## src/verilog/acsp_defines.svh

```systemverilog
// register offsets, field positions and timing counts for the serial configuration port
// assumes inclusion by the top module only
`ifndef ACSP_DEFINES_SVH
`define ACSP_DEFINES_SVH
`define ACSP_ADDR_CTRL        8'h00
`define ACSP_ADDR_SPEED_A     8'h02
`define ACSP_ADDR_PERF        8'h03
`define ACSP_ADDR_PWR_DRIVE   8'h45
`define ACSP_ADDR_HIFREQ_B    8'h4a
`define ACSP_ADDR_HIFREQ_A    8'h58
`define ACSP_ADDR_SPEED_B     8'hd5
`define ACSP_ADDR_SPEED_C     8'hd7
`define ACSP_ADDR_SPEED_D     8'hdb
`define ACSP_ADDR_DATA_FMT    8'h29
`define ACSP_ADDR_IF_SEL      8'h41
`define ACSP_ADDR_LOW_SPEED   8'hef
`define ACSP_BIT_READOUT      0
`define ACSP_BIT_SWRESET      1
`define ACSP_BIT_PDN_GLOBAL   2
`define ACSP_BIT_STBY         7
`define ACSP_BIT_DATA_FMT     4
`define ACSP_BIT_LVDS_SEL     7
`define ACSP_BIT_LOW_SPEED    4
`define ACSP_REG_RESET        8'h00
`define ACSP_WORD_BITS        5'h10
`define ACSP_HWRST_MIN_NS     10
`define ACSP_CLK_NS           8
`define ACSP_HWRST_CYC        ((`ACSP_HWRST_MIN_NS + `ACSP_CLK_NS - 1) / `ACSP_CLK_NS)
`endif

```

## src/verilog/acsp_pkg.sv

```systemverilog
// types shared by the serial configuration port
// assumes the defines header sits beside it
package acsp_pkg;
  typedef logic [7:0] acsp_byte_t;
  // pin-strap select level, quantised into four bands outside this block
  typedef enum logic [1:0] {ACSP_SEL_ZERO, ACSP_SEL_3_8, ACSP_SEL_5_8, ACSP_SEL_FULL} acsp_sel_e;
  typedef enum logic [1:0] {ACSP_CFG_STRAP, ACSP_CFG_SERIAL} acsp_cfg_e;
endpackage

```

## src/verilog/acsp_fifo.sv

```systemverilog
// synchronous FIFO with valid/ready on both sides
// assumes one clock and the block's active-low asynchronous reset
`timescale 1ns/1ps
module acsp_fifo #(
  parameter int WIDTH = 24,
  parameter int DEPTH = 32
) (
  input  wire logic             clk,
  input  wire logic             rst_n,
  input  wire logic [WIDTH-1:0] inData,
  input  wire logic             inValid,
  output logic                  inReady,
  output logic [WIDTH-1:0]      outData,
  output logic                  outValid,
  input  wire logic             outReady
);
  localparam int AW = $clog2(DEPTH);
  logic [WIDTH-1:0] mem [DEPTH];
  logic [AW-1:0]    wrPtr;
  logic [AW-1:0]    rdPtr;
  logic [AW:0]      count;
  logic [AW:0]      nextCount;
  wire              doWrite = inValid && inReady;
  wire              doRead  = outValid && outReady;

  // empty from the occupancy count; full is registered from the next count so ready leaves on a flop
  assign nextCount = count + (AW+1)'(doWrite) - (AW+1)'(doRead);
  assign outValid  = (count != '0);
  assign outData  = mem[rdPtr];

  // storage has no reset, only pointers, count and ready do
  always_ff @(posedge clk) begin
    if (doWrite) begin
      mem[wrPtr] <= inData;
    end
  end

  // pointer and occupancy bookkeeping
  always_ff @(posedge clk or negedge rst_n) begin
    if (!rst_n) begin
      wrPtr <= '0;
      rdPtr <= '0;
      count <= '0;
      inReady <= 1'b0;
    end else begin
      if (doWrite) wrPtr <= (wrPtr == AW'(DEPTH - 1)) ? '0 : wrPtr + 1'b1;
      if (doRead)  rdPtr <= (rdPtr == AW'(DEPTH - 1)) ? '0 : rdPtr + 1'b1;
      count <= nextCount;
      inReady <= (nextCount != (AW+1)'(DEPTH));
    end
  end
endmodule

```

## src/verilog/acsp_serial_port.sv

```systemverilog
// configuration and output logic of a dual-channel converter: serial port, resets, pin straps, output bus
// assumes pins arrive asynchronously and the serial clock is far slower than clk
`timescale 1ns/1ps
//
// Function
// - shift only while select is low
// - sample data on serial clock falling edge
// - commit word on every sixteenth falling edge
// - trailing partial word is dropped
// - many words per select low period
// - address byte first, then data byte
// - reset pulse restores all register defaults
// - software reset bit self clears
// - readback enable blocks register writes except to the control word
// - readback drives addressed register data out
// - readback output released when disabled
// - reset pin high selects pin strap mode
// - combined mode takes power state from pins
// - serial clock strap sets low speed
// - select level chooses format and interface
// - mode pins decode power and mux modes
// - mux mode puts both channels on B
// - CMOS: every bit each cycle, rising latch
// - registers zero after reset, unused bits zero
module acsp_serial_port #(
  parameter int FIFO_DEPTH = 32
) (
  input  wire logic              clk,
  input  wire logic              rst_n,
  input  wire logic              hwResetPin,
  input  wire logic              portSelectLow,
  input  wire logic              serialClock,
  input  wire logic              shiftIn,
  input  wire acsp_pkg::acsp_sel_e selectLevel,
  input  wire logic              modePin1,
  input  wire logic              modePin2,
  input  wire logic              modePin3,
  input  wire logic [11:0]       sampleA,
  input  wire logic [11:0]       sampleB,
  input  wire logic              sampleValid,
  output logic                   sampleReady,
  output logic                   readbackOut,
  output logic                   readbackOutEn,
  output logic [11:0]            chanABus,
  output logic                   chanABusEn,
  output logic [11:0]            chanBBus,
  output logic                   chanBBusEn,
  output logic                   outputClock,
  output logic                   offsetBinary,
  output logic                   lvdsSelect,
  output logic                   lowSpeed,
  output logic                   globalPowerDown,
  output logic                   chanAStandby,
  output logic                   muxMode,
  output logic                   strapMode
);
  import acsp_pkg::*;
`include "acsp_defines.svh"

  // two-flop synchronisers on every pin input
  logic [6:0] syncA;
  logic [6:0] syncB;
  always_ff @(posedge clk or negedge rst_n) begin
    if (!rst_n) begin
      syncA <= 7'h01;
      syncB <= 7'h01;
    end else begin
      syncA <= {modePin3, modePin2, modePin1, hwResetPin, shiftIn, serialClock, portSelectLow};
      syncB <= syncA;
    end
  end
  wire selLow  = ~syncB[0];
  wire sclkNow = syncB[1];
  wire sdi     = syncB[2];
  wire hwRst   = syncB[3];
  wire [2:0] modePins = syncB[6:4];

  // the strap level is a pin as well, so it gets the same two flops
  acsp_sel_e selSyncA;
  acsp_sel_e selSyncB;
  always_ff @(posedge clk or negedge rst_n) begin
    if (!rst_n) begin
      selSyncA <= ACSP_SEL_ZERO;
      selSyncB <= ACSP_SEL_ZERO;
    end else begin
      selSyncA <= selectLevel;
      selSyncB <= selSyncA;
    end
  end

  // falling-edge detect runs on the second stage only
  logic sclkPrev;
  always_ff @(posedge clk or negedge rst_n) begin
    if (!rst_n) sclkPrev <= 1'b0;
    else        sclkPrev <= sclkNow;
  end
  wire sclkFall = sclkPrev && !sclkNow && selLow;

  // shift register and bit counter
  logic [15:0] shiftReg;
  logic [3:0]  bitCount;
  logic [7:0]  regMem [256];
  logic        swResetPend;
  logic        hwRstSeen;
  wire [15:0]  nextShift = {shiftReg[14:0], sdi};
  wire         wordDone  = sclkFall && (bitCount == 4'hf);
  wire [7:0]   wordAddr  = nextShift[15:8];
  wire [7:0]   wordData  = nextShift[7:0];
  wire         readout   = regMem[`ACSP_ADDR_CTRL][`ACSP_BIT_READOUT];
  // control word stays writable in readback, else readback could never be turned off
  wire         regWrite  = wordDone && !hwRst && (!readout || wordAddr == `ACSP_ADDR_CTRL);
  wire         regClear  = swResetPend || (hwRst && !hwRstSeen);

  // partial word is discarded when select rises mid word
  always_ff @(posedge clk or negedge rst_n) begin
    if (!rst_n) begin
      shiftReg <= 16'h0000;
      bitCount <= 4'h0;
    end else if (!selLow) begin
      bitCount <= 4'h0;
    end else if (sclkFall) begin
      shiftReg <= nextShift;
      bitCount <= bitCount + 4'h1;
    end
  end

  // register file; any reset zeroes everything, system reset too so no unknown reaches the outputs
  // reset pin tied high is strap mode: registers held at defaults, unused
  always_ff @(posedge clk) begin
    if (!rst_n || regClear || hwRst) begin
      for (int i = 0; i < 256; i++) regMem[i] <= `ACSP_REG_RESET;
    end else if (regWrite) begin
      regMem[wordAddr] <= wordData;
    end
  end

  // software reset is a one-cycle pending flag that clears itself
  always_ff @(posedge clk or negedge rst_n) begin
    if (!rst_n) begin
      swResetPend <= 1'b1;
      hwRstSeen   <= 1'b0;
    end else begin
      swResetPend <= regWrite && (wordAddr == `ACSP_ADDR_CTRL) && wordData[`ACSP_BIT_SWRESET];
      hwRstSeen   <= hwRst;
    end
  end

  // readback: address byte latched, data shifted out msb first on falling edges
  logic [7:0] rbShift;
  always_ff @(posedge clk or negedge rst_n) begin
    if (!rst_n) begin
      rbShift       <= 8'h00;
      readbackOut   <= 1'b0;
      readbackOutEn <= 1'b0;
    end else begin
      readbackOutEn <= readout && !hwRst;
      if (sclkFall && bitCount == 4'h7) begin
        rbShift     <= regMem[nextShift[7:0]];
        readbackOut <= regMem[nextShift[7:0]][7];
      end else if (sclkFall && bitCount[3]) begin
        rbShift     <= {rbShift[6:0], 1'b0};
        readbackOut <= rbShift[6];
      end
    end
  end

  // configuration sources: straps when reset pin is high, registers otherwise; power state also from mode pins, mux mode from mode pins only
  wire strapNow = hwRst;
  wire regFmt   = regMem[`ACSP_ADDR_DATA_FMT][`ACSP_BIT_DATA_FMT];
  wire regLvds  = regMem[`ACSP_ADDR_IF_SEL][`ACSP_BIT_LVDS_SEL];
  wire regLow   = regMem[`ACSP_ADDR_LOW_SPEED][`ACSP_BIT_LOW_SPEED];
  wire regPdn   = regMem[`ACSP_ADDR_PWR_DRIVE][`ACSP_BIT_PDN_GLOBAL];
  wire regStby  = regMem[`ACSP_ADDR_PWR_DRIVE][`ACSP_BIT_STBY];
  wire strapFmt  = (selSyncB == ACSP_SEL_3_8) || (selSyncB == ACSP_SEL_5_8);
  wire strapLvds = (selSyncB == ACSP_SEL_5_8) || (selSyncB == ACSP_SEL_FULL);
  wire pinPdn   = (modePins == 3'b001);
  wire pinStby  = (modePins == 3'b101);
  wire pinMux   = (modePins == 3'b111);

  always_ff @(posedge clk or negedge rst_n) begin
    if (!rst_n) begin
      offsetBinary    <= 1'b0;
      lvdsSelect      <= 1'b0;
      lowSpeed        <= 1'b0;
      globalPowerDown <= 1'b0;
      chanAStandby    <= 1'b0;
      muxMode         <= 1'b0;
      strapMode       <= 1'b0;
    end else begin
      strapMode       <= strapNow;
      offsetBinary    <= strapNow ? strapFmt  : regFmt;
      lvdsSelect      <= strapNow ? strapLvds : regLvds;
      lowSpeed        <= strapNow ? sclkNow   : regLow;
      globalPowerDown <= pinPdn  || (!strapNow && regPdn);
      chanAStandby    <= pinStby || (!strapNow && regStby);
      muxMode         <= pinMux;
    end
  end

  // sample path: FIFO between sampler and output bus
  logic [23:0] fifoData;
  logic        fifoValid;
  logic        fifoReady;
  logic        muxPhase;
  wire         busStall = globalPowerDown;
  wire         fifoPop  = fifoValid && !busStall && outputClock && (!muxMode || muxPhase);
  acsp_fifo #(.WIDTH(24), .DEPTH(FIFO_DEPTH)) u_fifo (
    .clk      (clk),
    .rst_n    (rst_n),
    .inData   ({sampleA, sampleB}),
    .inValid  (sampleValid),
    .inReady  (fifoReady),
    .outData  (fifoData),
    .outValid (fifoValid),
    .outReady (fifoPop)
  );
  assign sampleReady = fifoReady;

  // output clock toggles each cycle; mux mode needs two phases per sample
  always_ff @(posedge clk or negedge rst_n) begin
    if (!rst_n) begin
      outputClock <= 1'b0;
      muxPhase    <= 1'b0;
      chanABus    <= 12'h000;
      chanBBus    <= 12'h000;
      chanABusEn  <= 1'b0;
      chanBBusEn  <= 1'b0;
    end else begin
      outputClock <= ~outputClock;
      chanABusEn  <= !globalPowerDown && !muxMode && !chanAStandby;
      chanBBusEn  <= !globalPowerDown;
      if (fifoValid && !busStall && outputClock) begin
        muxPhase <= muxMode ? ~muxPhase : 1'b0;
        chanABus <= fifoData[23:12];
        chanBBus <= (muxMode && !muxPhase) ? fifoData[23:12] : fifoData[11:0];
      end
    end
  end

  // checks
  property p_shift_gated;
    @(posedge clk) disable iff (!rst_n) !selLow |=> bitCount == 4'h0;
  endproperty
  a_shift_gated: assert property (p_shift_gated) else $error("bit count moved with select high");

  property p_fall_advances;
    @(posedge clk) disable iff (!rst_n) sclkFall && !wordDone |=> bitCount == $past(bitCount) + 4'h1;
  endproperty
  a_fall_advances: assert property (p_fall_advances) else $error("falling edge not counted");

  property p_commit;
    @(posedge clk) disable iff (!rst_n) regWrite && !regClear && wordAddr != `ACSP_ADDR_CTRL
      |=> regMem[$past(wordAddr)] == $past(wordData);
  endproperty
  a_commit: assert property (p_commit) else $error("word not committed");

  property p_partial;
    @(posedge clk) disable iff (!rst_n) selLow && !wordDone && sclkFall |-> !regWrite;
  endproperty
  a_partial: assert property (p_partial) else $error("partial word written");

  property p_swreset;
    @(posedge clk) disable iff (!rst_n) swResetPend |=> regMem[`ACSP_ADDR_CTRL] == 8'h00;
  endproperty
  a_swreset: assert property (p_swreset) else $error("soft reset did not clear");

  property p_block;
    @(posedge clk) disable iff (!rst_n) readout && wordAddr != `ACSP_ADDR_CTRL |-> !regWrite;
  endproperty
  a_block: assert property (p_block) else $error("write while readback on");

  property p_release;
    @(posedge clk) disable iff (!rst_n) !readout && !hwRst |=> !readbackOutEn;
  endproperty
  a_release: assert property (p_release) else $error("readback pin driven while off");

  property p_mux;
    @(posedge clk) disable iff (!rst_n) muxMode |=> !chanABusEn;
  endproperty
  a_mux: assert property (p_mux) else $error("channel A driven in mux mode");

  property p_strap_speed;
    @(posedge clk) disable iff (!rst_n) strapNow |=> lowSpeed == $past(sclkNow);
  endproperty
  a_strap_speed: assert property (p_strap_speed) else $error("strap low speed wrong");

  property p_strap_mode;
    @(posedge clk) disable iff (!rst_n) hwRst |=> strapMode;
  endproperty
  a_strap_mode: assert property (p_strap_mode) else $error("reset pin high but not strapped");

  property p_strap_block;
    @(posedge clk) disable iff (!rst_n) hwRst |-> !regWrite;
  endproperty
  a_strap_block: assert property (p_strap_block) else $error("write taken while strapped");

  property p_strap_fmt;
    @(posedge clk) disable iff (!rst_n)
      strapNow |=> offsetBinary == ($past(selSyncB) inside {ACSP_SEL_3_8, ACSP_SEL_5_8});
  endproperty
  a_strap_fmt: assert property (p_strap_fmt) else $error("strap data format wrong");

  property p_strap_lvds;
    @(posedge clk) disable iff (!rst_n)
      strapNow |=> lvdsSelect == ($past(selSyncB) inside {ACSP_SEL_5_8, ACSP_SEL_FULL});
  endproperty
  a_strap_lvds: assert property (p_strap_lvds) else $error("strap interface select wrong");

  property p_hw_clear;
    @(posedge clk) disable iff (!rst_n) hwRst |=> regMem[$past(wordAddr)] == `ACSP_REG_RESET;
  endproperty
  a_hw_clear: assert property (p_hw_clear) else $error("reset pin did not clear register");

  property p_pdn_pin;
    @(posedge clk) disable iff (!rst_n) modePins == 3'b001 |=> globalPowerDown;
  endproperty
  a_pdn_pin: assert property (p_pdn_pin) else $error("power-down pins ignored");

  property p_stby_pin;
    @(posedge clk) disable iff (!rst_n) modePins == 3'b101 |=> chanAStandby;
  endproperty
  a_stby_pin: assert property (p_stby_pin) else $error("standby pins ignored");

  property p_mux_pin;
    @(posedge clk) disable iff (!rst_n) modePins == 3'b111 |=> muxMode;
  endproperty
  a_mux_pin: assert property (p_mux_pin) else $error("mux pins ignored");

  property p_mux_off;
    @(posedge clk) disable iff (!rst_n) modePins != 3'b111 |=> !muxMode;
  endproperty
  a_mux_off: assert property (p_mux_off) else $error("mux mode without its pin code");

  property p_serial_reach;
    @(posedge clk) disable iff (!rst_n) wordDone && !readout && !hwRst |-> regWrite;
  endproperty
  a_serial_reach: assert property (p_serial_reach) else $error("serial word lost in combined mode");

  property p_word_restart;
    @(posedge clk) disable iff (!rst_n) wordDone |=> bitCount == 4'h0;
  endproperty
  a_word_restart: assert property (p_word_restart) else $error("next word does not start fresh");

  property p_msb_first;
    @(posedge clk) disable iff (!rst_n) sclkFall |=> shiftReg == {$past(shiftReg[14:0]), $past(sdi)};
  endproperty
  a_msb_first: assert property (p_msb_first) else $error("shift order wrong");

  property p_sw_pulse;
    @(posedge clk) disable iff (!rst_n) swResetPend |=> !swResetPend;
  endproperty
  a_sw_pulse: assert property (p_sw_pulse) else $error("software reset did not self clear");

  property p_oe_on;
    @(posedge clk) disable iff (!rst_n) readout && !hwRst |=> readbackOutEn;
  endproperty
  a_oe_on: assert property (p_oe_on) else $error("readback pin not driven");

  property p_chanb_en;
    @(posedge clk) disable iff (!rst_n) globalPowerDown |=> !chanBBusEn;
  endproperty
  a_chanb_en: assert property (p_chanb_en) else $error("bus driven while powered down");

  property p_outclk;
    @(posedge clk) disable iff (!rst_n) outputClock |=> !outputClock;
  endproperty
  a_outclk: assert property (p_outclk) else $error("output clock stuck high");

  property p_clear_any;
    @(posedge clk) disable iff (!rst_n) regClear |=> !readout;
  endproperty
  a_clear_any: assert property (p_clear_any) else $error("control word not zero after reset");
endmodule

```

## config.mk

```make
export PLATFORM = sky130hd
export DESIGN_NAME = acsp_serial_port
export DESIGN_NICKNAME = d
export VERILOG_FILES = /design/src/verilog/acsp_pkg.sv /design/src/verilog/acsp_fifo.sv /design/src/verilog/acsp_serial_port.sv
export VERILOG_INCLUDE_DIRS = /design/src /design/src/verilog
export SDC_FILE = /design/constraint.sdc
export NUM_CORES = 2
export LEC_CHECK = 0
export BUFFER_PORTS_ARGS = -buffer_cell sky130_fd_sc_hd__buf_2
export CAP_MARGIN = 10
export CORE_MARGIN = 2
export CORE_UTILIZATION = 40
export CTS_CLUSTER_SIZE = 25
export DETAILED_ROUTE_END_ITERATION = 6
export GPL_TIMING_DRIVEN = 0
export PLACE_DENSITY = 0.6
export SYNTH_ARGS = -nofsm -noshare
export SYNTH_HDL_FRONTEND = slang
export SYNTH_SLANG_ARGS = --single-unit
```

## constraint.sdc

```tcl
create_clock -name clk -period 3.3 [get_ports clk]
set_clock_uncertainty 0.2 [all_clocks]
set_input_delay 0.165 -clock clk [delete_from_list [all_inputs] [get_ports clk]]
set_output_delay 0.165 -clock clk [all_outputs]
set_load 0.02 [all_outputs]
```

==> summary.md <==
| Metric | Value |
|---|---|
| Worst reg2reg startpoint | shiftReg[1] |
| Met3 WL | 79.4 mm |
| Number of synthesized flops with an enable pin | 2,816 |
| Critical path class | reg2reg |
| Min Tclk post-route | 3.81 ns |
| Insertion delay to the later sink of the worst-skew pair | 0.95 ns |
| Worst EP arrival | 4.47 ns |
| Total track usage | 35.1% |
| Reg area | between 80,000 and 90,000 um2 |
| HP Start | sampleA[1] |
| 1st-iter DRT viols | around 15,000 |
| Worst Setup SP | shiftReg[1] |
| Initial antenna violation count | 73 |
| Hold WS | 0.111 ns |
| Primary FF master, synth | edfxtp_1 |
| DRC viols | 2 |
| Initial Utilization | 40.3% |
| Worst Path Max Fanout | 10 |
| Fmax | 262 MHz |
| Share of cells above drive strength 1 | approximately a third |
| Crit path capture type | flip-flop |
| Asr flop ratio synth | under 10% |
| Max clock buf depth | 4 |
| I/O Pins | 73 |
| Nets | 8,841 |
| Die width | 565 um |
| Period utilization | 116% |
| Largest net degree at the start of global routing | 67 |
| TritonCTS Buffers | 312 |
| Top layer in use | met5 |
| Mapped cell area | about 130,000 um2 |
| Commonest non-fill, non-tap cells in the layout | edfxtp_1 (2,816), nor2_1 (797), mux4_2 (696) |
| Met1 WL | 182 mm |
| Die area | around 320,000 um2 |
| Synth-to-layout area growth | 22.6% |
| Clk sinks | 2,916 |
| Avg Cell Area, Syn | 15.7 um2 |
| Final Max Tran Viols | 12 |
| Startpoint types | flip-flop |
| HP Class | in2reg |
| Failing checks | antenna rules, DRC, capacitance limit, slew limit, setup timing |
| Root Driver | clkbuf_16 |
| Status | finished with violations |
| H-Tree Depth | 5 |
| Peak VDD IR | 0.000699 V |
| Vias | 87,835 |
| Leakage Power | 55.9 nW |
| PwrDens | 671 nW/um2 |
| Mapped Nets | 8,047 |
| Slew HR | -3.93% |
| PnR worst setup slack | -0.513 ns |
| FF+latch count, synth | 2,916 |
| Clock Pin Slew Worst Setup and Hold Paths | approximately 0.060 ns |
| Total negative setup slack | -63.42 ns |
| Via density | around 6.6 |
| Final instance area | 154,000 um2 |
| Worst slew pin tran | 1.56 ns |
| RSZ-0062 raised after global routing | true |
| Met2 wire length | 242 mm |
| Ys Warns | 0 |
| CTS tree | yes |
| FP Rows | between 200 and 250 |
| Routed WL per cell | 42.5 um |
| Die height | 565 um |
| First-pass GRT wire length | 743 mm |
| Drt pass-1 iters | 7 |
| RePlAce Congestion | ~1.1 |
| Layout filler cell count | 26,112 |
| Detail Route Antenna Nets | 1 |
| Grt ovf | 0 |
| Cells after Synth | 7,992 |
| Multi-input logic area | ~40,000 um2 |
| Vias in the first global route | 83,339 |
| Final design utilization | 49.4% |
| Maxcap violations | 1 |
| Placed cell areas | 134,000 um2 |
| Most common cell after layout, fill and taps aside | edfxtp_1 |
| Core box area | 312,000 um2 |
| IO buf count | between 70 and 80 |
| Post-synthesis sequential area ratio | about 69% |
| Post-detail-place hpwl | around 400 mm |
| Netlist cell types | 66 |
| Req. time, crit path | 3.95 ns |
| Setup-failing EPs final | roughly 900 |
| Routed WL | between 500 and 600 mm |
| Hold Vio Cnt, Final | 0 |
## final cells by class
class | count | area share, %
buffer | 811 | 4.08
timing repair buffer | 493 | 3.66
antenna | 89 | 0.144
sequential | 2916 | 56.5
inverter | 27 | 0.0803
tap | 4140 | 3.36
clock inverter | 163 | 0.976
multi-input combinational | 4225 | 25.8
clock buffer | 402 | 5.40
## cell usage after synthesis (all sizes together) (5+ instances only)
| cell type | count | area share (%) |
|---|---|---|
| or2 | 5 | 0.025 |
| buf | 196 | 0.85 |
| or4 | 7 | 0.042 |
| o22ai | 56 | 0.28 |
| nor2 | 851 | 2.5 |
| mux2i | 130 | 1.0 |
| nand4 | 8 | 0.040 |
| nor2b | 17 | 0.085 |
| or3 | 5 | 0.025 |
| a2111oi | 19 | 0.13 |
| a221oi | 35 | 0.24 |
| a31oi | 11 | 0.055 |
| clkbuf | 628 | 1.9 |
| a21oi | 96 | 0.38 |
| xor2 | 5 | 0.035 |
| o41ai | 7 | 0.049 |
| mux4 | 696 | 12 |
| dfrtp | 97 | 1.9 |
| nand3b | 9 | 0.054 |
| o31a | 6 | 0.042 |
| inv | 26 | 0.078 |
| nand2b | 22 | 0.11 |
| and3 | 545 | 2.7 |
| nor3 | 613 | 2.4 |
| a22oi | 85 | 0.51 |
| o21ai | 163 | 0.65 |
| nand2 | 356 | 1.1 |
| nor4 | 32 | 0.18 |
| mux2 | 68 | 0.61 |
| edfxtp | 2816 | 67 |
| a211oi | 12 | 0.082 |
| a22o | 39 | 0.27 |
| and2 | 236 | 1.2 |
| ha | 18 | 0.18 |
| nand3 | 25 | 0.11 |
| o221ai | 22 | 0.15 |
## state kept, by name, indices dropped and copies added, names as in the netlist, 2 cells and up
register,cells
selSyncA,2
u_fifo.wrPtr,5
chanBBus,12
u_fifo.count,6
rbShift,7
shiftReg,15
syncA,7
syncB,7
u_fifo.mem,768
u_fifo.rdPtr,5
selSyncB,2
regMem,2048
bitCount,4
chanABus,12
## stage by stage
| stage | total power, mW | worst slack [ns] | cells |
|---|---|---|---|
| 2_1_floorplan | 53.9 | -0.0618 | 7992 |
| 3_5_place_dp | 65.4 | -2.75 | 12357 |
| 3_3_place_gp | 64.6 | -5.21 | 12204 |
| 6_report | 103 | -0.513 | 13266 |
| 4_1_cts | 101 | -0.370 | 13127 |
| 5_1_grt | 105 | -0.317 | 13192 |
## layer usage
| layer | global-route usage (%) | up-vias |
|---|---|---|
| li1 | - | 32896 |
| met2 | 51.2 | 7896 |
| met3 | 13.6 | 2226 |
| met5 | 0 | - |
| met4 | 29.7 | 34 |
| met1 | 40.8 | 44783 |
## kinds of logic after synthesis
family                   count (synthesis)  share of synthesized area [%]
flip-flops                            2916                           69.2
AND/OR/NAND/NOR                       2735                           10.6
multiplexers                           894                           14.1
buffers and inverters                  851                           2.81
AO/OA/AOI/OAI                          570                           2.97
adder cells (fa/ha/maj)                 19                          0.195
XOR/XNOR                                 7                         0.0488
## report_power, final
group          internal, mW  switching [mW]
clock                  19.3            15.5
sequential             42.1           0.617
combinational          8.24            17.6
## final timing paths
path / endpoint / slack, ns / cells past startpoint
setup reg to reg: rbShift[5] / -0.51 / 9
setup / recovery: rbShift[5] / -0.51 / 9
hold / removal: u_fifo.mem[4][13] / 0.11 / 2
min in group asynchronous: rbShift[0] / 0.58 / 4
hold reg to reg: selSyncB[0] / 0.14 / 0
max in group asynchronous: chanABus[2] / 1.50 / 5
## what timing repair did
action	4_1_cts	5_1_grt
cloned	4	0
hold endpoints to repair	884	0
pin swaps	116	82
setup endpoints to repair	4140	1942
buffers inserted	163	55
resized for setup	1688	478
hold buffers	46	0
## critical path, cell delays in order, from the launching register on
cell	delay (ns)
dfrtp_2	0.60
buf_4	0.55
clkbuf_4	0.48
clkbuf_2	0.50
a21oi_1	0.17
a21oi_2	0.51
o31a_1	0.23
o41ai_2	0.07
buf_4	0.19
a21oi_1	0.15
Note: power is estimated with default switching activity, not from simulation.
